`src/core/cnt_pkg.sv`:
```
// Shared types and constants for the position and edge-separation counter
// What this block does
// - Nothing counts until software arms; readout style chosen beforehand.
// - X1 counts up on A rising when A leads, down on A falling otherwise.
// - X2 steps on both edges of A, two steps per cycle.
// - X4 steps on every edge of A and B, four steps per cycle.
// - Index high loads the reload value in the chosen A/B phase, except in two-pulse mode.
// - Reload phase may be any of the four A/B level pairs.
// - Reload only while chosen phase and index high coincide.
// - A step due with a reload is applied first, reload after.
// - Reload lands one clock after the phase becomes true, or two when a step enters the phase.
// - After reload, decoding carries on from the loaded value unchanged.
// - Two-pulse mode adds on A rising, subtracts on B rising.
// - Buffered position captures count on each sample edge, never clearing.
// - Sample edge polarity selectable; sample clock is the gate input.
// - Each captured position goes out on the transfer stream unless the buffer is full.
// - Armed edge separation starts counting source edges on aux edge.
// - Further aux edges are ignored while counting.
// - Gate edge copies count to the save register; in single separation it also stops counting.
// - Aux and gate active polarities are set independently.
// - Single separation ignores all inputs but disarm after saving.
// - Buffered separation restarts on the gate edge; saves go out streamed.
// - Count is 32 bits wide.
package cnt_pkg;

	// Count width and reset values
	localparam int CNT_W = 32;
	localparam logic [CNT_W-1:0] COUNT_RST = 32'h0000_0000;
	localparam logic [CNT_W-1:0] COUNT_ONE = 32'h0000_0001;
	localparam logic [1:0] PHASE_RST = 2'h0;

	// Measurement modes
	typedef enum logic [2:0] {
		MODE_X1 = 3'h0,
		MODE_X2 = 3'h1,
		MODE_X4 = 3'h2,
		MODE_TWO_PULSE = 3'h3,
		MODE_SEP_SINGLE = 3'h4,
		MODE_SEP_BUF = 3'h5
	} mode_e;

	// Run states, Gray coded along idle, wait, count, done
	typedef enum logic [1:0] {
		ST_IDLE = 2'h0,
		ST_WAIT = 2'h1,
		ST_COUNT = 2'h3,
		ST_DONE = 2'h2
	} state_e;

	// Input pins travelling together through the synchroniser
	typedef struct packed {
		logic enc_a;
		logic enc_b;
		logic index_input;
		logic gate;
		logic aux;
		logic src;
	} pins_s;

	// Configuration captured at arm time
	typedef struct packed {
		mode_e mode;
		logic buffered;
		logic samp_rise;
		logic aux_rise;
		logic gate_rise;
		logic src_rise;
		logic reload_en;
		logic [1:0] reload_phase;
	} cfg_s;

endpackage

```
`src/core/pair_buffer.sv`:
```
// Two-entry valid/ready buffer with the head always in one register
`timescale 1ns/1ns
`default_nettype none
module pair_buffer #(
	parameter int W = 32
) (
	input wire logic mclk_i, // Clock
	input wire logic rst_b_i, // Async reset, active low
	input wire logic in_valid_i, // Word offered
	input wire logic [W-1:0] in_data_i, // Offered word
	output logic in_ready_o, // Room for a word
	output logic out_valid_o, // Head word valid
	output logic [W-1:0] out_data_o, // Head word
	input wire logic out_ready_i // Drain accepts head
);

	logic [W-1:0] tail_ff;
	logic tail_vld_ff;
	logic push;
	logic pop;

	// Handshakes on both sides
	assign push = in_valid_i & in_ready_o;
	assign pop = out_valid_o & out_ready_i;

	// Head register feeds the drain side directly
	always_ff @(posedge mclk_i or negedge rst_b_i) begin
		if (!rst_b_i) begin
			out_data_o <= '0;
			out_valid_o <= 1'b0;
		end else if (pop) begin
			out_data_o <= tail_vld_ff ? tail_ff : in_data_i;
			out_valid_o <= tail_vld_ff | push;
		end else if (!out_valid_o && push) begin
			out_data_o <= in_data_i;
			out_valid_o <= 1'b1;
		end
	end

	// Second slot holds a word while the drain stalls
	always_ff @(posedge mclk_i or negedge rst_b_i) begin
		if (!rst_b_i) begin
			tail_ff <= '0;
			tail_vld_ff <= 1'b0;
			in_ready_o <= 1'b1;
		end else begin
			if (push && ((pop && tail_vld_ff) || (!pop && out_valid_o)))
				tail_ff <= in_data_i;
			if (pop && !push) begin
				tail_vld_ff <= 1'b0;
				in_ready_o <= 1'b1;
			end else if (!pop && push && out_valid_o) begin
				tail_vld_ff <= 1'b1;
				in_ready_o <= 1'b0;
			end
		end
	end

endmodule // pair_buffer
`default_nettype wire

```
`src/core/counter_position_edge_separation.sv`:
```
// Position decoder and two-signal edge-separation counter
`timescale 1ns/1ns
`default_nettype none
module counter_position_edge_separation #(
	parameter int CW = cnt_pkg::CNT_W
) (
	input wire logic mclk_i, // Fastest timebase
	input wire logic rst_b_i, // Async reset, active low
	input wire logic arm_i, // Arm pulse
	input wire logic disarm_i, // Disarm pulse, back to idle
	input wire cnt_pkg::mode_e mode_i, // Measurement mode
	input wire logic buffered_i, // Position: sample-clocked capture
	input wire logic samp_rise_i, // Sample on gate rising, else falling
	input wire logic aux_rise_i, // Aux active edge rising, else falling
	input wire logic gate_rise_i, // Gate active edge rising, else falling
	input wire logic src_rise_i, // Count source rising, else falling
	input wire logic reload_en_i, // Index reload enabled
	input wire logic [1:0] reload_phase_i, // Reload phase {A,B}
	input wire logic [CW-1:0] reload_val_i, // Value loaded on index
	input wire logic enc_a_i, // Encoder channel A
	input wire logic enc_b_i, // Encoder channel B
	input wire logic index_input_i, // Encoder index channel
	input wire logic gate_i, // Gate / sample clock
	input wire logic aux_i, // Aux start input
	input wire logic src_i, // Count source
	input wire logic dma_ready_i, // Transfer engine takes word
	output logic dma_valid_o, // Word for host memory valid
	output logic [CW-1:0] dma_data_o, // Word for host memory
	output logic capture_ready_o, // Buffer has room
	output logic overrun_o, // Sticky: capture lost on full
	output logic [CW-1:0] count_o, // Live count, on-demand readout
	output logic [CW-1:0] save_o, // Hardware save register
	output logic save_done_o, // Single separation result ready
	output logic armed_o, // Counter armed
	output logic counting_o // Counting in progress
);

	// Step decode shared by every quadrature and two-pulse mode
	function automatic logic [1:0] step_of(
		input cnt_pkg::mode_e mode,
		input logic pa,
		input logic pb,
		input logic a,
		input logic b
	);
		logic a_r;
		logic a_f;
		logic b_r;
		logic b_f;
		logic up;
		logic dn;
		a_r = a & ~pa;
		a_f = ~a & pa;
		b_r = b & ~pb;
		b_f = ~b & pb;
		up = 1'b0;
		dn = 1'b0;
		unique case (mode)
			cnt_pkg::MODE_X1: begin
				up = a_r & ~b;
				dn = a_f & ~b;
			end
			cnt_pkg::MODE_X2: begin
				up = (a_r & ~b) | (a_f & b);
				dn = (a_r & b) | (a_f & ~b);
			end
			cnt_pkg::MODE_X4: begin
				up = (a_r & ~b) | (a_f & b) | (b_r & a) | (b_f & ~a);
				dn = (a_r & b) | (a_f & ~b) | (b_r & ~a) | (b_f & a);
			end
			cnt_pkg::MODE_TWO_PULSE: begin
				up = a_r;
				dn = b_r;
			end
			default: begin
				up = 1'b0;
				dn = 1'b0;
			end
		endcase
		// Both channels moving at once carries no direction
		if (up && dn) begin
			up = 1'b0;
			dn = 1'b0;
		end
		return {up, dn};
	endfunction

	// Chosen edge of a synchronised level
	function automatic logic edge_of(
		input logic prev,
		input logic cur,
		input logic rise
	);
		return rise ? (cur & ~prev) : (~cur & prev);
	endfunction

	cnt_pkg::pins_s pins;
	cnt_pkg::pins_s sync1_ff;
	cnt_pkg::pins_s sync2_ff;
	cnt_pkg::pins_s prev_ff;
	cnt_pkg::cfg_s cfg_in;
	cnt_pkg::cfg_s cfg_ff;
	cnt_pkg::state_e state_ff;
	cnt_pkg::state_e nxt_state;
	logic [CW-1:0] count_ff;
	logic [CW-1:0] nxt_count;
	logic [1:0] step;
	logic is_pos;
	logic pos_run;
	logic sep_run;
	logic phase_hit;
	logic reload_due;
	logic samp_edge;
	logic aux_edge;
	logic gate_edge;
	logic src_edge;
	logic push_valid;
	logic [CW-1:0] push_data;
	logic buf_ready;

	// Gather pins and settings into their carriers
	assign pins = '{enc_a: enc_a_i, enc_b: enc_b_i, index_input: index_input_i,
		gate: gate_i, aux: aux_i, src: src_i};
	assign cfg_in = '{mode: mode_i, buffered: buffered_i, samp_rise: samp_rise_i,
		aux_rise: aux_rise_i, gate_rise: gate_rise_i, src_rise: src_rise_i,
		reload_en: reload_en_i, reload_phase: reload_phase_i};

	// Two-flop synchroniser; only the second stage is looked at
	always_ff @(posedge mclk_i or negedge rst_b_i) begin
		if (!rst_b_i) begin
			sync1_ff <= '0;
			sync2_ff <= '0;
		end else begin
			sync1_ff <= pins;
			sync2_ff <= sync1_ff;
		end
	end

	// Previous synchronised levels for edge detection
	always_ff @(posedge mclk_i or negedge rst_b_i) begin
		if (!rst_b_i) begin
			prev_ff <= '0;
		end else begin
			prev_ff <= sync2_ff;
		end
	end

	// Configuration is frozen at arm so a running measurement stays stable
	always_ff @(posedge mclk_i or negedge rst_b_i) begin
		if (!rst_b_i) begin
			cfg_ff <= '{mode: cnt_pkg::MODE_X1, buffered: 1'b0, samp_rise: 1'b1,
				aux_rise: 1'b1, gate_rise: 1'b1, src_rise: 1'b1,
				reload_en: 1'b0, reload_phase: cnt_pkg::PHASE_RST};
		end else if (arm_i && state_ff == cnt_pkg::ST_IDLE) begin
			cfg_ff <= cfg_in;
		end
	end

	// Mode classes
	assign is_pos = cfg_ff.mode inside {cnt_pkg::MODE_X1, cnt_pkg::MODE_X2,
		cnt_pkg::MODE_X4, cnt_pkg::MODE_TWO_PULSE};
	assign pos_run = is_pos && state_ff == cnt_pkg::ST_COUNT;
	assign sep_run = !is_pos && state_ff == cnt_pkg::ST_COUNT;

	// Edge events on the synchronised inputs
	assign step = pos_run ? step_of(cfg_ff.mode, prev_ff.enc_a, prev_ff.enc_b,
		sync2_ff.enc_a, sync2_ff.enc_b) : 2'b00;
	assign samp_edge = edge_of(prev_ff.gate, sync2_ff.gate, cfg_ff.samp_rise);
	assign aux_edge = edge_of(prev_ff.aux, sync2_ff.aux, cfg_ff.aux_rise);
	assign gate_edge = edge_of(prev_ff.gate, sync2_ff.gate, cfg_ff.gate_rise);
	assign src_edge = edge_of(prev_ff.src, sync2_ff.src, cfg_ff.src_rise);

	// Index reload: chosen phase present together with index high
	assign phase_hit = {sync2_ff.enc_a, sync2_ff.enc_b} == cfg_ff.reload_phase;
	assign reload_due = pos_run && cfg_ff.reload_en && cfg_ff.mode != cnt_pkg::MODE_TWO_PULSE
		&& phase_hit && sync2_ff.index_input;

	// Run state: idle until armed, then wait for aux or count
	always_comb begin
		nxt_state = state_ff;
		unique case (state_ff)
			cnt_pkg::ST_IDLE: begin
				if (arm_i) begin
					nxt_state = (cfg_in.mode inside {cnt_pkg::MODE_SEP_SINGLE,
						cnt_pkg::MODE_SEP_BUF}) ? cnt_pkg::ST_WAIT
						: cnt_pkg::ST_COUNT;
				end
			end
			cnt_pkg::ST_WAIT: begin
				if (aux_edge)
					nxt_state = cnt_pkg::ST_COUNT;
			end
			cnt_pkg::ST_COUNT: begin
				if (sep_run && gate_edge && cfg_ff.mode == cnt_pkg::MODE_SEP_SINGLE)
					nxt_state = cnt_pkg::ST_DONE;
			end
			cnt_pkg::ST_DONE: begin
				nxt_state = cnt_pkg::ST_DONE;
			end
		endcase
		if (disarm_i)
			nxt_state = cnt_pkg::ST_IDLE;
	end

	// State register
	always_ff @(posedge mclk_i or negedge rst_b_i) begin
		if (!rst_b_i) begin
			state_ff <= cnt_pkg::ST_IDLE;
		end else begin
			state_ff <= nxt_state;
		end
	end

	// Next count for every mode
	always_comb begin
		nxt_count = count_ff;
		if (state_ff == cnt_pkg::ST_IDLE && arm_i) begin
			nxt_count = cnt_pkg::COUNT_RST;
		end else if (pos_run) begin
			if (step[1])
				nxt_count = count_ff + cnt_pkg::COUNT_ONE;
			else if (step[0])
				nxt_count = count_ff - cnt_pkg::COUNT_ONE;
			else if (reload_due)
				nxt_count = reload_val_i;
		end else if (sep_run) begin
			if (gate_edge && cfg_ff.mode == cnt_pkg::MODE_SEP_BUF)
				nxt_count = src_edge ? cnt_pkg::COUNT_ONE : cnt_pkg::COUNT_RST;
			else if (gate_edge)
				nxt_count = count_ff;
			else if (src_edge)
				nxt_count = count_ff + cnt_pkg::COUNT_ONE;
		end
	end

	// Count register, also the on-demand readout
	always_ff @(posedge mclk_i or negedge rst_b_i) begin
		if (!rst_b_i) begin
			count_ff <= cnt_pkg::COUNT_RST;
		end else begin
			count_ff <= nxt_count;
		end
	end

	// Hardware save register and single-result flag
	always_ff @(posedge mclk_i or negedge rst_b_i) begin
		if (!rst_b_i) begin
			save_o <= cnt_pkg::COUNT_RST;
			save_done_o <= 1'b0;
		end else if (state_ff == cnt_pkg::ST_IDLE && arm_i) begin
			save_done_o <= 1'b0;
		end else if (sep_run && gate_edge) begin
			save_o <= src_edge ? count_ff + cnt_pkg::COUNT_ONE : count_ff;
			save_done_o <= cfg_ff.mode == cnt_pkg::MODE_SEP_SINGLE;
		end
	end

	// Words bound for host memory
	always_comb begin
		push_valid = 1'b0;
		push_data = count_ff;
		if (pos_run && cfg_ff.buffered && samp_edge) begin
			push_valid = 1'b1;
			push_data = count_ff;
		end else if (sep_run && gate_edge && cfg_ff.mode == cnt_pkg::MODE_SEP_BUF) begin
			push_valid = 1'b1;
			push_data = src_edge ? count_ff + cnt_pkg::COUNT_ONE : count_ff;
		end
	end

	// Two-entry buffer toward the transfer engine
	pair_buffer #(
		.W(CW)
	) u_buf (
		.mclk_i(mclk_i),
		.rst_b_i(rst_b_i),
		.in_valid_i(push_valid),
		.in_data_i(push_data),
		.in_ready_o(buf_ready),
		.out_valid_o(dma_valid_o),
		.out_data_o(dma_data_o),
		.out_ready_i(dma_ready_i)
	);

	// Sticky loss flag, cleared by a new arm; a loss in that cycle wins
	always_ff @(posedge mclk_i or negedge rst_b_i) begin
		if (!rst_b_i) begin
			overrun_o <= 1'b0;
		end else if (push_valid && !buf_ready) begin
			overrun_o <= 1'b1;
		end else if (state_ff == cnt_pkg::ST_IDLE && arm_i) begin
			overrun_o <= 1'b0;
		end
	end

	// Registered status outputs
	always_ff @(posedge mclk_i or negedge rst_b_i) begin
		if (!rst_b_i) begin
			armed_o <= 1'b0;
			counting_o <= 1'b0;
		end else begin
			armed_o <= nxt_state != cnt_pkg::ST_IDLE;
			counting_o <= nxt_state == cnt_pkg::ST_COUNT;
		end
	end

	// Mirrors of internal registers
	assign count_o = count_ff;
	assign capture_ready_o = buf_ready;

endmodule // counter_position_edge_separation
`default_nettype wire

```
`config.mk`:
```
export PLATFORM = sky130hd
export DESIGN_NAME = counter_position_edge_separation
export DESIGN_NICKNAME = d
export VERILOG_FILES = /design/src/core/cnt_pkg.sv /design/src/core/pair_buffer.sv /design/src/core/counter_position_edge_separation.sv
export SDC_FILE = /design/constraint.sdc
export NUM_CORES = 1
export LEC_CHECK = 0
export ABC_CLOCK_PERIOD_IN_PS = 3600
export CAP_MARGIN = 20
export CORE_MARGIN = 1.5
export CORE_UTILIZATION = 40
export DETAILED_ROUTE_END_ITERATION = 8
export DONT_BUFFER_PORTS = 1
export PLACE_DENSITY_LB_ADDON = 0.12
export SYNTH_ARGS = -nofsm -noshare
export SYNTH_HDL_FRONTEND = slang
export SYNTH_SLANG_ARGS = --single-unit
```
`constraint.sdc`:
```
create_clock -name mclk_i -period 3.6 [get_ports mclk_i]
set_input_delay 0.54 -clock mclk_i [delete_from_list [all_inputs] [get_ports mclk_i]]
set_output_delay 0.54 -clock mclk_i [all_outputs]
set_load 0.02 [all_outputs]
```
==> results.cfg, run 1 <==
[status]
status = finished with violations
violations = negative hold slack

[global_route]
grt_overflow = 0
grt_pass1_vias = 8336
antenna_found_initial = 3
grt_first_pass_wirelength_mm = 50.9
grt_max_degree = 166
grt_usage_pct = 26.0

[critical_path]
cp_slowest_cell = nor3_1
path_max_fanout = 18
rr_worst_depth = 8
r2r-start = cfg_ff[10]
critPathCaptureType = register
critPathKind = register to register
worstPathArrival_ps = 3450
crit_required_ps = 3950
cpPeakStageDelay_ps = 700
start_kind = register
r2r_slack_ps = 500
worstPathCellList = inv_1 > nand3_1 > nor3_1 > and2_1 > buf_4 > nor2_1 > or4_1 > o211ai_1
worstReg2RegEnd = count_o[30]

[clock_tree]
cts-htree-levels = 4
cts_resized = 0
cts.clk_slew.worst_paths_ps = 80
root_buffer = clkbuf_16
clock_path_buffers = 2
cts.sinks = 165
cts_buffers = 17
cts_tree = built
clock_latency_ps = 440
postCtsSetupRepairBufs = 0

[timing]
setup-tns-final_ps = 0
hold_viol = 160
finalCriticalPeriod_ps = 3100
max_slew_margin_pct = 46.7
grt_setup_unrepaired = false
clock.fmax_ghz = 0.322
setup_slack_ps = 496
drv_slew = 0
worstMarginPinSlew_ps = 799
finalCritPeriodShare_pct = 86.2
hold_slack_ps = -203
fin_skew_ps = 13.0
setup_viol = 0

[routing]
via_count = 8454
drc = 0
routed_via_density = 5.91
totalWireLength_mm = 33.1
dr.pass1.iters = 5
ant_nets = 0
first_iter_violations = 741
wire_per_inst_um = 23.1

[synthesis]
ys_ff_latch = 165
synth_edf_count = 0
ys_seq_area_share_pct = 41.4
synth.avg_cell_area_um2 = 9.04
syn-num-nets = 1161
async_flop_share_pct = 100
synth_cell_types = 84
synthTopCellsByCount = 160 x dfrtp_1, 121 x nand2_1, 111 x nor2_1
synth_warnings = 0
synth.area.top_cells = dfrtp_1 40%, xnor2_1 5.3%, nand2_1 4.5%
yosys.cell_count.top_type = dfrtp_1
syn_inst = 1105
synth_top_cell_area_share_pct = 40.1
synth_top_area_cell = dfrtp_1
synthFlopType = dfrtp_1
synthesis.area_um2 = 9990

[floorplan]
die-area_um2 = 25900
io_pins = 156
die_x_um = 161
rows = 57
die_y_um = 161
coreArea_um2 = 24400
start_util_pct = 41.0

[power]
p_clk_share_pct = 28.2
power.total_mw = 6.82
power-per-cell-area_nw_per_um2 = 616
leakage_nw = 4.61
internal-power_mw = 4.09
seqPwrFrac_pct = 42.0
p_comb_share_pct = 29.8
sw_frac_of_total_pct = 40.1
vdd_drop_max_uv = 333
switchingPower_mw = 2.73

[place]
pre_cts_slack_ps = 570
place.gp.congestion = 0.886
portBuffers = 0
dp_cells = 1395
detailed_place_hpwl_mm = 23.3

[final_layout]
instances_no_fill = 1430
area_delta_synth_final_pct = 10.8
fin_util_pct = 45.4
final_layout_size_suffix_gt1_share_pct = 15.9
nets = 1147

[job]
maxCapViolCount = 0

[min_path]
holdCritPathClass = primary input to asynchronous set/reset pin
[worst max path at each step]
stage                     start  slack [ps]          end
global route         cfg_ff[10]         300  count_o[30]
CTS                  cfg_ff[10]         520  count_o[30]
floorplan           count_o[14]        1020  count_o[21]
global placement    sync2_ff[4]         570  count_o[17]
detailed placement   cfg_ff[10]         570  count_o[30]
finish               cfg_ff[10]         500  count_o[30]
[kinds of logic after synthesis]
| family | Yosys count | synth area share, % |
|---|---|---|
| adders and majority gates | 2 | 0.250 |
| DFF | 165 | 41.4 |
| and+or+nand+nor | 419 | 21.2 |
| xor gates and xnor gates | 93 | 8.15 |
| muxes | 61 | 7.30 |
| AOI/OAI and AO/OA | 257 | 16.9 |
| buffers and inverters | 108 | 4.80 |
[placed cells by master (no fill, tap or decap), types with 6 or more instances in the layout]
cell type | synthesis | routed
nor2_1 | 111 | 111
inv_1 | 12 | 12
nand4_1 | 20 | 20
o21ai_1 | 11 | 11
a211oi_1 | 7 | 7
o21ai_0 | 72 | 72
a31oi_1 | 13 | 13
o221ai_1 | 11 | 11
mux2_4 | 15 | 15
and3_1 | 8 | 8
or3_1 | 10 | 10
clkbuf_16 | 0 | 17
a21oi_1 | 57 | 57
a211o_1 | 8 | 8
nor3_1 | 24 | 24
or4_1 | 6 | 6
nand2_1 | 121 | 121
buf_4 | 3 | 62
nor4_1 | 16 | 16
dfrtp_1 | 160 | 160
a22oi_1 | 8 | 8
o211ai_1 | 16 | 16
xor2_1 | 33 | 33
and2_1 | 11 | 11
nand2b_1 | 6 | 6
nand3b_1 | 10 | 10
mux2i_1 | 20 | 20
xnor2_1 | 60 | 60
mux2_2 | 25 | 25
nand3_1 | 38 | 37
[worst max-delay path: cells and delay by family, from the launching register on]
family                 cells  cell delay [ps]
AND/OR/NAND/NOR            5             1850
buffers and inverters      2              530
flip-flops                 1              500
AO/OA/AOI/OAI              1              110
[power by group through the flow]
stage / Clock (mW) / Sequential, mW / Combinational (mW)
CTS: 1.96 / 2.87 / 2.01
detailed placement: 0 / 2.91 / 2.00
floorplan: 0 / 2.78 / 1.55
finish: 1.93 / 2.87 / 2.03
global route: 2.03 / 2.92 / 2.23
global placement: 0 / 2.90 / 1.99
[flip-flops by register name, summed over array words and instances (netlist names), 2 cells and up]
| register | flops |
|---|---|
| u_buf.out_data_o | 32 |
| cfg_ff | 11 |
| save_o | 32 |
| sync2_ff | 6 |
| state_ff | 2 |
| sync1_ff | 6 |
| u_buf.tail_ff | 32 |
| count_o | 32 |
| prev_ff | 5 |
[per-layer routing]
metal,track usage (%),vias up,wire length (um)
met5,0,-,11
met4,9.30,2,961
met3,7.88,73,2900
met2,38.0,367,14300
met1,36.1,4076,14900
li1,-,3936,-
[layout make-up]
class | instances | area (um2)
timing repair buffer | 63 | 485
fill | 2429 | 13300
tap | 324 | 405
clock inverter | 12 | 145
antenna | 2 | 5.00
multi-input combinational | 832 | 5390
sequential | 165 | 4140
clock buffer | 20 | 457
inverter | 12 | 45.0
[through the flow]
| step | hold WS (ps) | instance area, um2 |
|---|---|---|
| floorplan | 244 | 9990 |
| global placement | 250 | 10400 |
| detailed placement | 250 | 10400 |
| CTS | -215 | 11000 |
| global route | -225 | 11100 |
| finish | -203 | 11100 |
Note: power is estimated with default switching activity, not from simulation.
==> run 2, diff against run 1 <==
Settings changed: CORE_ASPECT_RATIO from default to 1.5.
==> run 2 against run 1 <==
The run still ends with negative hold slack left. Flip-flop and latch count unchanged. Power shrank 1.2%. Global-route usage decreased by 0.47 points. Die area about the same. Cell area barely moved. Register-to-register slack worse by 97 ps. Core utilization fell by 0.089 points. Via count is 0.14% lower. Worst hold slack lost 1.4 ps. Largest cell class unchanged.
==> results.cfg, run 2 (synthesized netlist as in run 1, its figures left out) <==
[status]
status = finished with violations
violations = negative hold slack

[clock_tree]
clock_path_buffers = 2
cts_tree = built
postCtsSetupRepairBufs = 0
cts_buffers = 17
cts.clk_slew.worst_paths_ps = 80
clock_latency_ps = 450
root_buffer = clkbuf_16
cts.sinks = 165
cts-htree-levels = 4
cts_resized = 0

[power]
seqPwrFrac_pct = 42.7
p_comb_share_pct = 30.4
power-per-cell-area_nw_per_um2 = 609
vdd_drop_max_uv = 343
switchingPower_mw = 2.77
power.total_mw = 6.74
leakage_nw = 4.61
sw_frac_of_total_pct = 41.1
p_clk_share_pct = 26.9
internal-power_mw = 3.97

[critical_path]
worstPathArrival_ps = 3540
critPathCaptureType = register
worstReg2RegEnd = u_buf.out_data_o[29]
rr_worst_depth = 8
start_kind = register
r2r_slack_ps = 400
crit_required_ps = 3940
r2r-start = count_o[2]
critPathKind = register to register
path_max_fanout = 11

[global_route]
grt_max_degree = 166
grt_pass1_vias = 8459
grt_overflow = 0
antenna_found_initial = 1
grt_first_pass_wirelength_mm = 50.6
grt_usage_pct = 25.5

[timing]
max_slew_margin_pct = 27.5
setup_viol = 0
setup-tns-final_ps = 0
drv_slew = 0
clock.fmax_ghz = 0.312
hold_slack_ps = -205
fin_skew_ps = 11.1
grt_setup_unrepaired = false
setup_slack_ps = 400
hold_viol = 160
finalCriticalPeriod_ps = 3200
finalCritPeriodShare_pct = 88.9
worstMarginPinSlew_ps = 1090

[place]
pre_cts_slack_ps = 504
detailed_place_hpwl_mm = 23.8
portBuffers = 0
dp_cells = 1397
place.gp.congestion = 0.947

[floorplan]
die-area_um2 = 26000
coreArea_um2 = 24400
io_pins = 156
die_x_um = 132
rows = 70
start_util_pct = 40.9
die_y_um = 197

[final_layout]
final_layout_size_suffix_gt1_share_pct = 16.0
final_common_cell = dfrtp_1
register_area_um2 = 4140
area_delta_synth_final_pct = 10.8
nets = 1148
instances_no_fill = 1430
fillers = 2414
final_cell_mix = 160 x dfrtp_1, 121 x nand2_1, 111 x nor2_1
multi_input_area_um2 = 5390

[routing]
first_iter_violations = 675
drc = 0
ant_nets = 0
wire_per_inst_um = 22.6
totalWireLength_mm = 32.3
via_count = 8442
routed_via_density = 5.90
dr.pass1.iters = 7

[min_path]
holdCritPathClass = primary input to asynchronous set/reset pin

[job]
maxCapViolCount = 0
## run 2: cell types whose count changed in the layout (fill, tap and decap cells not counted), moves of 2 or more
cell | before | now
clkinv_8 | 0 | 2
inv_8 | 1 | 5
bufinv_16 | 2 | 0
clkbuf_8 | 2 | 0
## run 2: worst max-delay path by stage
stage / startpoint / endpoint / slack [ps] / cells after the start
finish: count_o[2] / u_buf.out_data_o[29] / 400 / 8
global route: count_o[2] / u_buf.out_data_o[29] / 280 / 8
CTS: count_o[2] / u_buf.out_data_o[29] / 490 / 8
detailed placement: count_o[2] / u_buf.out_data_o[29] / 500 / 8
global placement: count_o[2] / u_buf.out_data_o[29] / 500 / 8
floorplan: count_o[14] / count_o[21] / 1020 / 8
## run 2: routing by layer
layer  vias up  GRT usage (%)  wire (um)
met4         0           11.2       1230
li1       3936              -          -
met3        72           6.35       2210
met5         -              0          0
met2       304           43.0      15800
met1      4130           30.8      13000
## run 2: power groups by stage
stage | combinational, mW | clock (mW) | sequential, mW
3_5_place_dp | 2.03 | 0 | 2.92
4_1_cts | 2.04 | 1.86 | 2.88
2_1_floorplan | 1.55 | 0 | 2.78
5_1_grt | 2.25 | 1.93 | 2.93
3_3_place_gp | 2.01 | 0 | 2.92
6_report | 2.05 | 1.81 | 2.87
## run 2: metrics by stage
step	area [um2]	utilization (%)
6_report	11100	45.3
5_1_grt	11100	45.3
4_1_cts	11100	45.3
3_5_place_dp	10500	42.9
3_3_place_gp	10500	42.9
2_1_floorplan	9990	-
## run 2: critical path, cell delays in order (launching register included)
cell	delay, ps
dfrtp_1	720
and4_1	400
nand4_1	330
nor4_1	600
buf_4	260
nand4_1	110
xor2_1	250
a21oi_1	120
mux2_2	300
## run 2: area by class of cell
class,count,area share [%]
sequential,165,37.4
tap,324,3.66
clock buffer,17,3.84
inverter,12,0.407
antenna,1,0.0226
multi-input combinational,832,48.7
timing repair buffer,64,4.57
clock inverter,15,1.42
